[src/verilog/uepbc_params.svh]
`ifndef UEPBC_PARAMS_SVH
`define UEPBC_PARAMS_SVH
// ----------------------------------------
// command codes
// ----------------------------------------
`define UEPBC_CMD_CNT_WR 8'hf2
`define UEPBC_CMD_CNT_RD 8'hf3
`define UEPBC_CMD_SOFT_RST 8'hf6
`define UEPBC_CMD_STAT_HI 4'h5
// ----------------------------------------
// field positions
// ----------------------------------------
`define UEPBC_CFG_RUN_BIT 3
`define UEPBC_CFG_CTE_BIT 15
`define UEPBC_ST_HALT 7
`define UEPBC_ST_FULL1 6
`define UEPBC_ST_FULL0 5
`define UEPBC_ST_TOGGLE 4
`define UEPBC_ST_CLOB 3
`define UEPBC_ST_SETUP 2
`define UEPBC_ST_CPU_BUFFER_SELECT 1
// ----------------------------------------
// reset values and steps
// ----------------------------------------
`define UEPBC_CNT_RST 16'h0000
`define UEPBC_STAT_RST 8'h00
`define UEPBC_PTR_STEP 11'h002
`define UEPBC_DMA_START 11'h002
`endif

[src/verilog/uepbc_pkg.sv]
`default_nettype none
package uepbc_pkg;
  // data phase expected after the last command
  typedef enum logic [2:0] {
    UEPBC_IDLE = 3'b000,
    UEPBC_CNT_W = 3'b001,
    UEPBC_CNT_R = 3'b010,
    UEPBC_STAT = 3'b011,
    UEPBC_BUF_W = 3'b100,
    UEPBC_BUF_R = 3'b101
  } uepbc_phase_e;
  typedef logic [10:0] uepbc_ptr_t;
endpackage
`default_nettype wire

[src/verilog/uepbc_core.sv]
// What this block does
// - command f2 writes dma byte counter, f3 reads it back as a word
// - counter read returns bytes still outstanding, not programmed value
// - counter clears on hardware reset, bus reset leaves it unchanged
// - enabling dma reloads the working counter from the programmed counter
// - command f6 resets the block just like a hardware reset
// - buffer command rewinds pointer, each word access advances it by 2
// - codes 01-0f select buffer writes, 10 and 12-1f buffer reads
// - word 0 holds packet length, then two bytes per word, odd low
// - dma skips the length word and starts at the second word
// - buffer reads flag the final word from the packet length
// - bulk and interrupt in buffers are sent only once filled
// - external end of transfer sends the buffer whether full or not
// - select high is a command on low byte, select low is 16-bit data
// - dma moves to the secondary buffer at the end of the primary
// - codes 50-5f return the 8-bit read-only endpoint status word
// - status read clears that endpoint's pending interrupt flag
// - bits 6 and 5 show buffer full, bit 1 shows cpu buffer
// - bit 4 shows next toggle, bit 2 shows a setup packet held
// - bit 3 set on setup setup_clobbered, cleared by read once written
// - run bit 3 starts dma, 0 stops it, bus reset clears it
// - with bit 15 set, counter reaching zero raises end of transfer
`timescale 1ns/1ns
`default_nettype none
`include "uepbc_params.svh"
module uepbc_core
  import uepbc_pkg::*;
#(
  parameter int BUF_BYTES = 64
) (
  // clock and reset
  input wire logic clk_sys_i,
  input wire logic rstn_i,
  // processor port
  input wire logic cpu_wr_i,
  input wire logic cpu_rd_i,
  input wire logic command_data_select_i,
  input wire logic [15:0] cpu_data_i,
  output logic [15:0] cpu_data_o,
  output logic cpu_rvalid_o,
  // endpoint buffer port
  output logic [3:0] buf_ep_o,
  output logic [10:0] buf_addr_o,
  output logic buf_wr_o,
  output logic [15:0] buf_wdata_o,
  input wire logic [15:0] buf_rdata_i,
  output logic buf_eop_o,
  output logic in_commit_o,
  // usb engine status
  input wire logic usb_bus_reset_i,
  input wire logic [15:0] first_buffer_full_i,
  input wire logic [15:0] second_buffer_full_i,
  input wire logic [15:0] next_toggle_value_i,
  input wire logic [15:0] setup_held_i,
  input wire logic [15:0] cpu_buffer_select_i,
  input wire logic [15:0] setup_setup_clobbered_i,
  input wire logic [15:0] setup_written_i,
  input wire logic [15:0] stall_req_i,
  input wire logic [15:0] unstall_req_i,
  input wire logic [15:0] setup_token_i,
  output logic [15:0] irq_clear_o,
  // dma side
  input wire logic dma_cfg_wr_i,
  input wire logic [15:0] dma_cfg_i,
  input wire logic dma_ack_i,
  input wire logic dma_word_i,
  input wire logic dma_double_i,
  input wire logic ext_eot_i,
  output logic dma_run_bit_o,
  output logic [10:0] dma_addr_o,
  output logic dma_second_o,
  output logic end_of_transfer_signal_o
);
  localparam uepbc_ptr_t BUF_END = uepbc_ptr_t'(BUF_BYTES + 2);

  function automatic logic f_is_buf_wr(input logic [7:0] c);
    return (c[7:4] == 4'h0) && (c[3:0] != 4'h0);
  endfunction
  function automatic logic f_is_buf_rd(input logic [7:0] c);
    return (c[7:4] == 4'h1) && (c[3:0] != 4'h1);
  endfunction

  // ----------------------------------------
  // command decode
  // ----------------------------------------
  logic rst_all;
  logic soft_rst;
  logic cmd_stb;
  logic wr_stb;
  logic rd_stb;
  logic [7:0] code;
  uepbc_phase_e phase;
  logic [3:0] ep;
  uepbc_ptr_t ptr;
  logic [15:0] pkt_len;
  logic [15:0] dma_byte_counter;
  logic [15:0] dma_remaining_count;
  logic count_terminate_enable;
  logic [15:0] endpoint_halted;
  logic [15:0] setup_clobbered;
  logic [7:0] endpoint_status_word;
  logic [15:0] dma_step;
  logic [15:0] next_count;
  uepbc_ptr_t next_dma_addr;

  // f6 is turned into one extra reset cycle for every register but soft_rst
  assign rst_all = !rstn_i || soft_rst;
  assign cmd_stb = cpu_wr_i && command_data_select_i;
  assign wr_stb = cpu_wr_i && !command_data_select_i;
  assign rd_stb = cpu_rd_i && !command_data_select_i;
  assign code = cpu_data_i[7:0];

  always_ff @(posedge clk_sys_i) begin
    if (!rstn_i) begin
      soft_rst <= 1'b0;
    end else begin
      soft_rst <= cmd_stb && (code == `UEPBC_CMD_SOFT_RST);
    end
  end

  always_ff @(posedge clk_sys_i) begin
    if (rst_all) begin
      phase <= UEPBC_IDLE;
      ep <= 4'h0;
    end else if (cmd_stb) begin
      ep <= code[3:0];
      if (f_is_buf_wr(code)) begin
        phase <= UEPBC_BUF_W;
      end else if (f_is_buf_rd(code)) begin
        phase <= UEPBC_BUF_R;
      end else if (code[7:4] == `UEPBC_CMD_STAT_HI) begin
        phase <= UEPBC_STAT;
      end else if (code == `UEPBC_CMD_CNT_WR) begin
        phase <= UEPBC_CNT_W;
      end else if (code == `UEPBC_CMD_CNT_RD) begin
        phase <= UEPBC_CNT_R;
      end else begin
        phase <= UEPBC_IDLE;
      end
    end
  end

  // ----------------------------------------
  // buffer pointer and framing
  // ----------------------------------------
  // no bound check: overruns and wrong direction are the cpu's problem
  always_ff @(posedge clk_sys_i) begin
    if (rst_all) begin
      ptr <= '0;
    end else if (cmd_stb) begin
      ptr <= '0;
    end else if ((wr_stb && phase == UEPBC_BUF_W) ||
                 (rd_stb && phase == UEPBC_BUF_R)) begin
      ptr <= ptr + `UEPBC_PTR_STEP;
    end
  end

  always_ff @(posedge clk_sys_i) begin
    if (rst_all) begin
      pkt_len <= 16'h0000;
    end else if (ptr == '0 && ((rd_stb && phase == UEPBC_BUF_R) ||
                 (wr_stb && phase == UEPBC_BUF_W))) begin
      pkt_len <= rd_stb ? buf_rdata_i : cpu_data_i;
    end
  end

  assign buf_ep_o = ep;
  assign buf_addr_o = ptr;
  assign buf_wr_o = wr_stb && (phase == UEPBC_BUF_W);
  assign buf_wdata_o = cpu_data_i;
  // last word once pointer covers the length word plus pkt_len bytes
  assign buf_eop_o = (phase == UEPBC_BUF_R) && (ptr != '0) &&
                     ({5'h00, ptr} >= pkt_len);

  // ----------------------------------------
  // endpoint status
  // ----------------------------------------
  always_ff @(posedge clk_sys_i) begin
    if (rst_all) begin
      endpoint_halted <= 16'h0000;
    end else begin
      // stall beats a same-cycle unstall or setup token
      endpoint_halted <= stall_req_i |
        (endpoint_halted & ~unstall_req_i & ~setup_token_i);
    end
  end

  always_ff @(posedge clk_sys_i) begin
    if (rst_all) begin
      setup_clobbered <= 16'h0000;
    end else begin
      for (int i = 0; i < 16; i++) begin
        if (setup_setup_clobbered_i[i]) begin
          setup_clobbered[i] <= 1'b1;
        end else if (rd_stb && phase == UEPBC_STAT && ep == 4'(i) &&
                     setup_written_i[i]) begin
          setup_clobbered[i] <= 1'b0;
        end
      end
    end
  end

  always_comb begin
    endpoint_status_word = `UEPBC_STAT_RST;
    endpoint_status_word[`UEPBC_ST_HALT] = endpoint_halted[ep];
    endpoint_status_word[`UEPBC_ST_FULL1] = second_buffer_full_i[ep];
    endpoint_status_word[`UEPBC_ST_FULL0] = first_buffer_full_i[ep];
    endpoint_status_word[`UEPBC_ST_TOGGLE] = next_toggle_value_i[ep];
    endpoint_status_word[`UEPBC_ST_CLOB] = setup_clobbered[ep];
    endpoint_status_word[`UEPBC_ST_SETUP] = setup_held_i[ep];
    endpoint_status_word[`UEPBC_ST_CPU_BUFFER_SELECT] = cpu_buffer_select_i[ep];
  end

  // ----------------------------------------
  // read data path
  // ----------------------------------------
  always_ff @(posedge clk_sys_i) begin
    if (rst_all) begin
      cpu_data_o <= 16'h0000;
      cpu_rvalid_o <= 1'b0;
      irq_clear_o <= 16'h0000;
    end else begin
      cpu_rvalid_o <= rd_stb;
      irq_clear_o <= 16'h0000;
      if (rd_stb) begin
        unique case (phase)
          UEPBC_CNT_R: cpu_data_o <= dma_remaining_count;
          UEPBC_STAT: begin
            cpu_data_o <= {8'h00, endpoint_status_word};
            irq_clear_o <= 16'h0001 << ep;
          end
          UEPBC_BUF_R: cpu_data_o <= buf_rdata_i;
          UEPBC_IDLE, UEPBC_CNT_W, UEPBC_BUF_W: cpu_data_o <= 16'h0000;
        endcase
      end
    end
  end

  // ----------------------------------------
  // dma counter and run control
  // ----------------------------------------
  assign dma_step = dma_word_i ? 16'h0002 : 16'h0001;
  assign next_count = (dma_remaining_count > dma_step) ?
                      dma_remaining_count - dma_step : 16'h0000;

  always_ff @(posedge clk_sys_i) begin
    if (rst_all) begin
      dma_byte_counter <= `UEPBC_CNT_RST;
    end else if (wr_stb && phase == UEPBC_CNT_W) begin
      dma_byte_counter <= cpu_data_i;
    end
  end

  always_ff @(posedge clk_sys_i) begin
    if (rst_all) begin
      dma_run_bit_o <= 1'b0;
      count_terminate_enable <= 1'b0;
    end else if (dma_cfg_wr_i) begin
      dma_run_bit_o <= dma_cfg_i[`UEPBC_CFG_RUN_BIT];
      count_terminate_enable <= dma_cfg_i[`UEPBC_CFG_CTE_BIT];
    end else if (usb_bus_reset_i || ext_eot_i) begin
      dma_run_bit_o <= 1'b0;
    end else if (dma_run_bit_o && dma_ack_i && count_terminate_enable &&
                 next_count == 16'h0000) begin
      dma_run_bit_o <= 1'b0;
    end
  end

  always_ff @(posedge clk_sys_i) begin
    if (rst_all) begin
      dma_remaining_count <= `UEPBC_CNT_RST;
    end else if (dma_cfg_wr_i && dma_cfg_i[`UEPBC_CFG_RUN_BIT]) begin
      dma_remaining_count <= dma_byte_counter;
    end else if (wr_stb && phase == UEPBC_CNT_W && !dma_run_bit_o) begin
      dma_remaining_count <= cpu_data_i;
    end else if (dma_run_bit_o && dma_ack_i) begin
      dma_remaining_count <= next_count;
    end
  end

  always_ff @(posedge clk_sys_i) begin
    if (rst_all) begin
      end_of_transfer_signal_o <= 1'b0;
    end else begin
      end_of_transfer_signal_o <= dma_run_bit_o && dma_ack_i &&
        count_terminate_enable && !dma_cfg_wr_i &&
        next_count == 16'h0000;
    end
  end

  // ----------------------------------------
  // dma buffer walk
  // ----------------------------------------
  assign next_dma_addr = dma_addr_o + uepbc_ptr_t'(dma_step);

  always_ff @(posedge clk_sys_i) begin
    if (rst_all) begin
      dma_addr_o <= `UEPBC_DMA_START;
      dma_second_o <= 1'b0;
    end else if (dma_cfg_wr_i && dma_cfg_i[`UEPBC_CFG_RUN_BIT]) begin
      dma_addr_o <= `UEPBC_DMA_START;
      dma_second_o <= 1'b0;
    end else if (dma_run_bit_o && dma_ack_i) begin
      if (next_dma_addr >= BUF_END) begin
        // wrap past the length word of whichever buffer comes next
        dma_addr_o <= `UEPBC_DMA_START;
        dma_second_o <= dma_double_i && !dma_second_o;
      end else begin
        dma_addr_o <= next_dma_addr;
      end
    end
  end

  // in buffer leaves only when full, or early on an external eot
  always_ff @(posedge clk_sys_i) begin
    if (rst_all) begin
      in_commit_o <= 1'b0;
    end else begin
      in_commit_o <= (buf_wr_o && ptr != '0 &&
                      ptr + `UEPBC_PTR_STEP >= BUF_END) ||
                     (dma_run_bit_o && ext_eot_i) ||
                     (dma_run_bit_o && dma_ack_i &&
                      next_dma_addr >= BUF_END);
    end
  end

  // ----------------------------------------
  // checks
  // ----------------------------------------
  a_soft_reset_clears: assert property (@(posedge clk_sys_i)
    disable iff (!rstn_i)
    cmd_stb && code == `UEPBC_CMD_SOFT_RST |-> ##2
    dma_byte_counter == 16'h0000 && phase == UEPBC_IDLE)
    else $error("soft reset left state behind");
  a_count_write: assert property (@(posedge clk_sys_i)
    disable iff (rst_all)
    wr_stb && phase == UEPBC_CNT_W |=>
    dma_byte_counter == $past(cpu_data_i))
    else $error("counter write lost");
  a_count_read: assert property (@(posedge clk_sys_i)
    disable iff (rst_all)
    rd_stb && phase == UEPBC_CNT_R |=>
    cpu_rvalid_o && cpu_data_o == $past(dma_remaining_count))
    else $error("counter read wrong");
  a_bus_reset_keep: assert property (@(posedge clk_sys_i)
    disable iff (rst_all)
    usb_bus_reset_i && !(wr_stb && phase == UEPBC_CNT_W) |=>
    $stable(dma_byte_counter) && !dma_run_bit_o)
    else $error("bus reset handling wrong");
  a_reload_on_run: assert property (@(posedge clk_sys_i)
    disable iff (rst_all)
    dma_cfg_wr_i && dma_cfg_i[`UEPBC_CFG_RUN_BIT] |=>
    dma_remaining_count == $past(dma_byte_counter) &&
    dma_addr_o == `UEPBC_DMA_START)
    else $error("dma reload missing");
  a_ptr_rewind: assert property (@(posedge clk_sys_i)
    disable iff (rst_all)
    cmd_stb |=> ptr == '0 and (buf_wr_o |=> ptr == 11'h002))
    else $error("pointer rewind or step wrong");
  a_dma_decrement: assert property (@(posedge clk_sys_i)
    disable iff (rst_all)
    dma_run_bit_o && dma_ack_i && !dma_cfg_wr_i &&
    dma_remaining_count > 16'h0002 |=>
    dma_remaining_count == $past(dma_remaining_count) -
    $past(dma_step))
    else $error("dma count step wrong");
  a_eot_at_zero: assert property (@(posedge clk_sys_i)
    disable iff (rst_all)
    end_of_transfer_signal_o |-> dma_remaining_count == 16'h0000 &&
    !dma_run_bit_o)
    else $error("eot without zero count");
  a_status_clear_irq: assert property (@(posedge clk_sys_i)
    disable iff (rst_all)
    rd_stb && phase == UEPBC_STAT |=>
    irq_clear_o == (16'h0001 << $past(ep)) &&
    cpu_data_o[7:0] == $past(endpoint_status_word))
    else $error("status read effects wrong");
  a_halt_flag: assert property (@(posedge clk_sys_i)
    disable iff (rst_all)
    setup_token_i[0] && !stall_req_i[0] |=> !endpoint_halted[0])
    else $error("setup token left halt set");
  a_clobber_set: assert property (@(posedge clk_sys_i)
    disable iff (rst_all)
    setup_setup_clobbered_i[1] |=> setup_clobbered[1])
    else $error("clobber flag not set");
  a_eot_commit: assert property (@(posedge clk_sys_i)
    disable iff (rst_all)
    dma_run_bit_o && ext_eot_i |=> in_commit_o && !dma_run_bit_o)
    else $error("external eot did not commit");
  a_second_buffer: assert property (@(posedge clk_sys_i)
    disable iff (rst_all)
    dma_run_bit_o && dma_ack_i && !dma_cfg_wr_i && dma_double_i &&
    !dma_second_o && next_dma_addr >= BUF_END |=> dma_second_o)
    else $error("no switch to secondary buffer");

  c_buf_read: cover property (@(posedge clk_sys_i) buf_eop_o && rd_stb);
  c_status_read: cover property (@(posedge clk_sys_i)
    rd_stb && phase == UEPBC_STAT);
  c_count_eot: cover property (@(posedge clk_sys_i)
    end_of_transfer_signal_o);
  c_second_buf: cover property (@(posedge clk_sys_i) $rose(dma_second_o));
endmodule
`default_nettype wire

[config.mk]
export PLATFORM = sky130hd
export DESIGN_NAME = uepbc_core
export DESIGN_NICKNAME = d
export VERILOG_FILES = /design/src/verilog/uepbc_pkg.sv /design/src/verilog/uepbc_core.sv
export VERILOG_INCLUDE_DIRS = /design/src /design/src/verilog
export SDC_FILE = /design/constraint.sdc
export NUM_CORES = 1
export LEC_CHECK = 0
export BUFFER_PORTS_ARGS = -buffer_cell sky130_fd_sc_hd__buf_2
export CORE_ASPECT_RATIO = 0.9
export CORE_MARGIN = 10
export CORE_UTILIZATION = 45
export DETAILED_ROUTE_END_ITERATION = 8
export PLACE_DENSITY = 0.74
export SLEW_MARGIN = 20
export SYNTH_ARGS = -nofsm -noshare
export SYNTH_HDL_FRONTEND = slang
export SYNTH_SLANG_ARGS = --single-unit
[constraint.sdc]
create_clock -name clk_sys_i -period 3.1 [get_ports clk_sys_i]
set_clock_uncertainty 0.05 [all_clocks]
set_input_delay 0.465 -clock clk_sys_i [delete_from_list [all_inputs] [get_ports clk_sys_i]]
set_output_delay 0.465 -clock clk_sys_i [all_outputs]
set_load 0.02 [all_outputs]
==> flow_summary.yaml <==
outcome:
  outcome: "completed"
clock_tree:
  cts_sinks: 147
  clkTransAtPathRegs_ps: 70
  htreeDepth: 4
  cts_made_buffers: 17
  clk_latency_ps: 430
  cts-resized-gates: 0
  root_buffer: "clkbuf_16"
  cts_tree: "yes"
  clockBufferDepth: 2
  hold_buffers: 0
  cts_setup_buffers: 0
global_route:
  track_usage_pct: 22.2
  grt_pass1_vias: 8053
  grt_pass1_wl_mm: 42.2
  antenna_found_initial: 3
  grt_remaining_overflow: 0
  grt_max_degree: 93
setup_path:
  cp_num_buf_inv: 1
  reg2reg_slack_ps: 320
  cp-start-kind: "flip-flop"
  crit_slowest_cell: "o41ai_2"
  rr_startpoint: "dma_remaining_count[0]"
  cp-end-kind: "flip-flop"
  crit_fanout: 8
  crit_family: "simple AND/OR/NAND/NOR gates"
  path_cells: "inv_1 -> ha_1 -> fa_1 -> nor3b_2 -> and2_1 -> nor3_1 -> nor3_1 -> o41ai_2 -> nor4b_2"
  crit_path_max_incr_delay_ps: 480
  critPathArrivalTime_ps: 3060
  r2r_cells: 9
  crit_top_cell: "nor3_1"
  r2r-end: "end_of_transfer_signal_o"
  path_class: "flip-flop to flip-flop"
  cp.required_ps: 3380
timing:
  period_minus_slack_ps: 2780
  fmax_mhz: 359
  tns_ps: 0
  rsz0062_at_grt: "no"
  holdWs_ps: 187
  relSlewSlack_pct: 32.9
  hold_viol: 0
  finalSetupViolations: 0
  fin_crit_sh_pct: 89.7
  worst_slew_pin_slew_ps: 1010
  finalMaxSlewViolations: 0
synth:
  yosys_warnings: 0
  synthCells: 942
  synthTopCellsByArea: "dfxtp_1 37%, mux4_2 9.9%, nor2_1 6.3%"
  synth_edf_count: 0
  yosysSeqAreaShare_pct: 36.8
  ys.flop_type: "dfxtp_1"
  synth_top_area_share_pct: 36.8
  async_flop_share_pct: 0
  ys_seq_elements: 147
  synth_top_area_cell: "dfxtp_1"
  syn-cell-area_um2: 7990
  syn_area_per_cell_um2: 8.48
  synthesis.nets: 1181
  synth_cell_types: 71
worst_hold_path:
  hold_path_depth: 3
  min_path_type: "input port to flip-flop"
  worstHoldEndpoint: "setup_clobbered[3]"
  worstHoldStart: "setup_setup_clobbered_i[3]"
pwr:
  ir_drop_v: 0.000314
  power_density_nw_per_um2: 485
  leakage_uw: 0.00426
finish:
  n_fill_cell: 1621
  final_area_um2: 10100
  area_growth_pct: 25.8
  nets: 1417
  drive_above_1_share_pct: 32.6
floorplanning:
  design.core.area_um2: 17600
  die-area_um2: 23500
  die_h_um: 146
  start_util_pct: 45.5
  die-width_um: 160
  num_rows: 46
  ios: 300
place:
  dp_hpwl_mm: 20.9
  numPortBuffers: 284
  postPlaceCellArea_um2: 9450
  place.gp.congestion: 0.864
detailed_routing:
  dr.pass1.iters: 5
  detail-route-antenna-nets: 0
  vias_per_cell: 5.59
  drcViolationCount: 0
  drt-initial-drc-count: 610
  wl_mm: 27.1
  wire_per_inst_um: 18.9
  vias: 8015
run:
  drv_cap: 0
==> worst max path at each step <==
stage                            from                       end  slack [ps]  cells past startpoint
3_5_place_dp               dma_word_i  end_of_transfer_signal_o          40                     10
2_1_floorplan              dma_word_i             dma_addr_o[5]         570                      9
4_1_cts        dma_remaining_count[0]  end_of_transfer_signal_o         340                      9
3_3_place_gp               dma_word_i  end_of_transfer_signal_o         160                     10
6_report       dma_remaining_count[0]  end_of_transfer_signal_o         320                      9
5_1_grt        dma_remaining_count[0]  end_of_transfer_signal_o         190                      9
==> per-stage QoR <==
step           instances  utilization, %  worst slack, ps  power [uW]
3_3_place_gp        1399            53.8              157        2810
3_5_place_dp        1399            53.8             44.2        2820
2_1_floorplan        942               -              573        2530
5_1_grt             1432            57.2              186        5070
4_1_cts             1431            57.2              340        4910
6_report            1433            57.3              318        4880
==> power by group <==
part | internal [uW] | total [uW] | switching [uW]
registers | 1950 | 2020 | 69.1
clock network | 1210 | 2090 | 886
logic | 352 | 765 | 413
total | 3510 | 4880 | 1370
==> synthesized netlist by cell type, types with 18 or more instances <==
library cell  count
clkbuf_1         52
inv_1            22
a221oi_1         20
o21ai_0          25
buf_4            18
ha_1             18
mux4_2           35
nor3_1           34
a21oi_1          75
dfxtp_1         147
nor2_1          135
nand2_1         122
nand3_1          30
==> registers in the layout (all words and copies together), names as in the netlist <==
register                  cells
buf_addr_o                   10
dma_remaining_count          16
in_commit_o                   1
dma_byte_counter             16
cpu_rvalid_o                  1
dma_addr_o                   11
endpoint_halted              16
phase                         3
buf_ep_o                      4
irq_clear_o                  16
cpu_data_o                   16
soft_rst                      1
pkt_len                      16
setup_clobbered              16
dma_second_o                  1
dma_run_bit_o                 1
count_terminate_enable        1
end_of_transfer_signal_o      1
==> layer usage <==
metal | wire [um] | track usage (%) | vias up
met5 | 9 | 0 | -
met4 | 478 | 6.33 | 2
met3 | 2780 | 8.43 | 37
met2 | 13500 | 37.8 | 357
met1 | 10300 | 25.2 | 3760
li1 | - | - | 3859
==> placed cells by master (no fill, tap or decap), types with 4 or more instances in the layout <==
| cell type | Yosys | layout |
|---|---|---|
| clkbuf_16 | 0 | 17 |
| mux4_2 | 35 | 35 |
| o21ai_0 | 25 | 25 |
| nand2b_1 | 7 | 6 |
| buf_2 | 12 | 284 |
| inv_6 | 0 | 5 |
| o22ai_1 | 6 | 6 |
| clkinv_4 | 0 | 4 |
| and3_1 | 11 | 11 |
| dfxtp_1 | 147 | 146 |
| xor2_1 | 10 | 10 |
| o211ai_1 | 9 | 9 |
| a222oi_1 | 4 | 4 |
| and2_1 | 6 | 6 |
| nand3_1 | 30 | 30 |
| a21oi_1 | 75 | 75 |
| nor4_1 | 6 | 6 |
| ha_1 | 18 | 18 |
| a22oi_1 | 6 | 6 |
| nand4_1 | 15 | 15 |
| a21o_1 | 7 | 7 |
| buf_4 | 18 | 17 |
| mux2i_1 | 4 | 4 |
| a311oi_1 | 16 | 16 |
| a221oi_1 | 20 | 20 |
| nor2_1 | 135 | 135 |
| or3_1 | 5 | 5 |
| nor3_1 | 34 | 33 |
| xnor2_1 | 17 | 17 |
| nand2_1 | 122 | 122 |
| nor2b_1 | 8 | 7 |
| inv_1 | 22 | 22 |
==> worst reg2reg max path, cell delays in order (launching register included) <==
cell and delay [ps]:
dfxtp_1 380, inv_1 60, ha_1 200, fa_1 470
nor3b_2 250, and2_1 210, nor3_1 190, nor3_1 90
o41ai_2 480, nor4b_2 300
==> cells by family (layout without fill, tap and decap cells) <==
group,Yosys count,after routing,synth area share (%)
AO/OA/AOI/OAI,198,198,16.6
XOR/XNOR,27,27,2.96
adder cells (fa/ha/maj),20,20,3.32
buffers and inverters,106,355,6.11
flip-flops,147,147,36.8
multiplexers,40,40,10.5
other,1,3,0.0469
AND/OR/NAND/NOR,403,403,23.7
==> final cells by class <==
| type | instances | area, um2 | share of cell area [%] |
|---|---|---|---|
| antenna | 2 | 5.00 | 0.0498 |
| timing repair buffer | 301 | 1550 | 15.4 |
| tap | 240 | 300 | 2.99 |
| inverter | 22 | 82.6 | 0.822 |
| multi-input combinational | 689 | 4570 | 45.5 |
| clock inverter | 15 | 170 | 1.69 |
| sequential | 147 | 2940 | 29.3 |
| clock buffer | 17 | 425 | 4.23 |
Power figures use the tool's default switching activity.
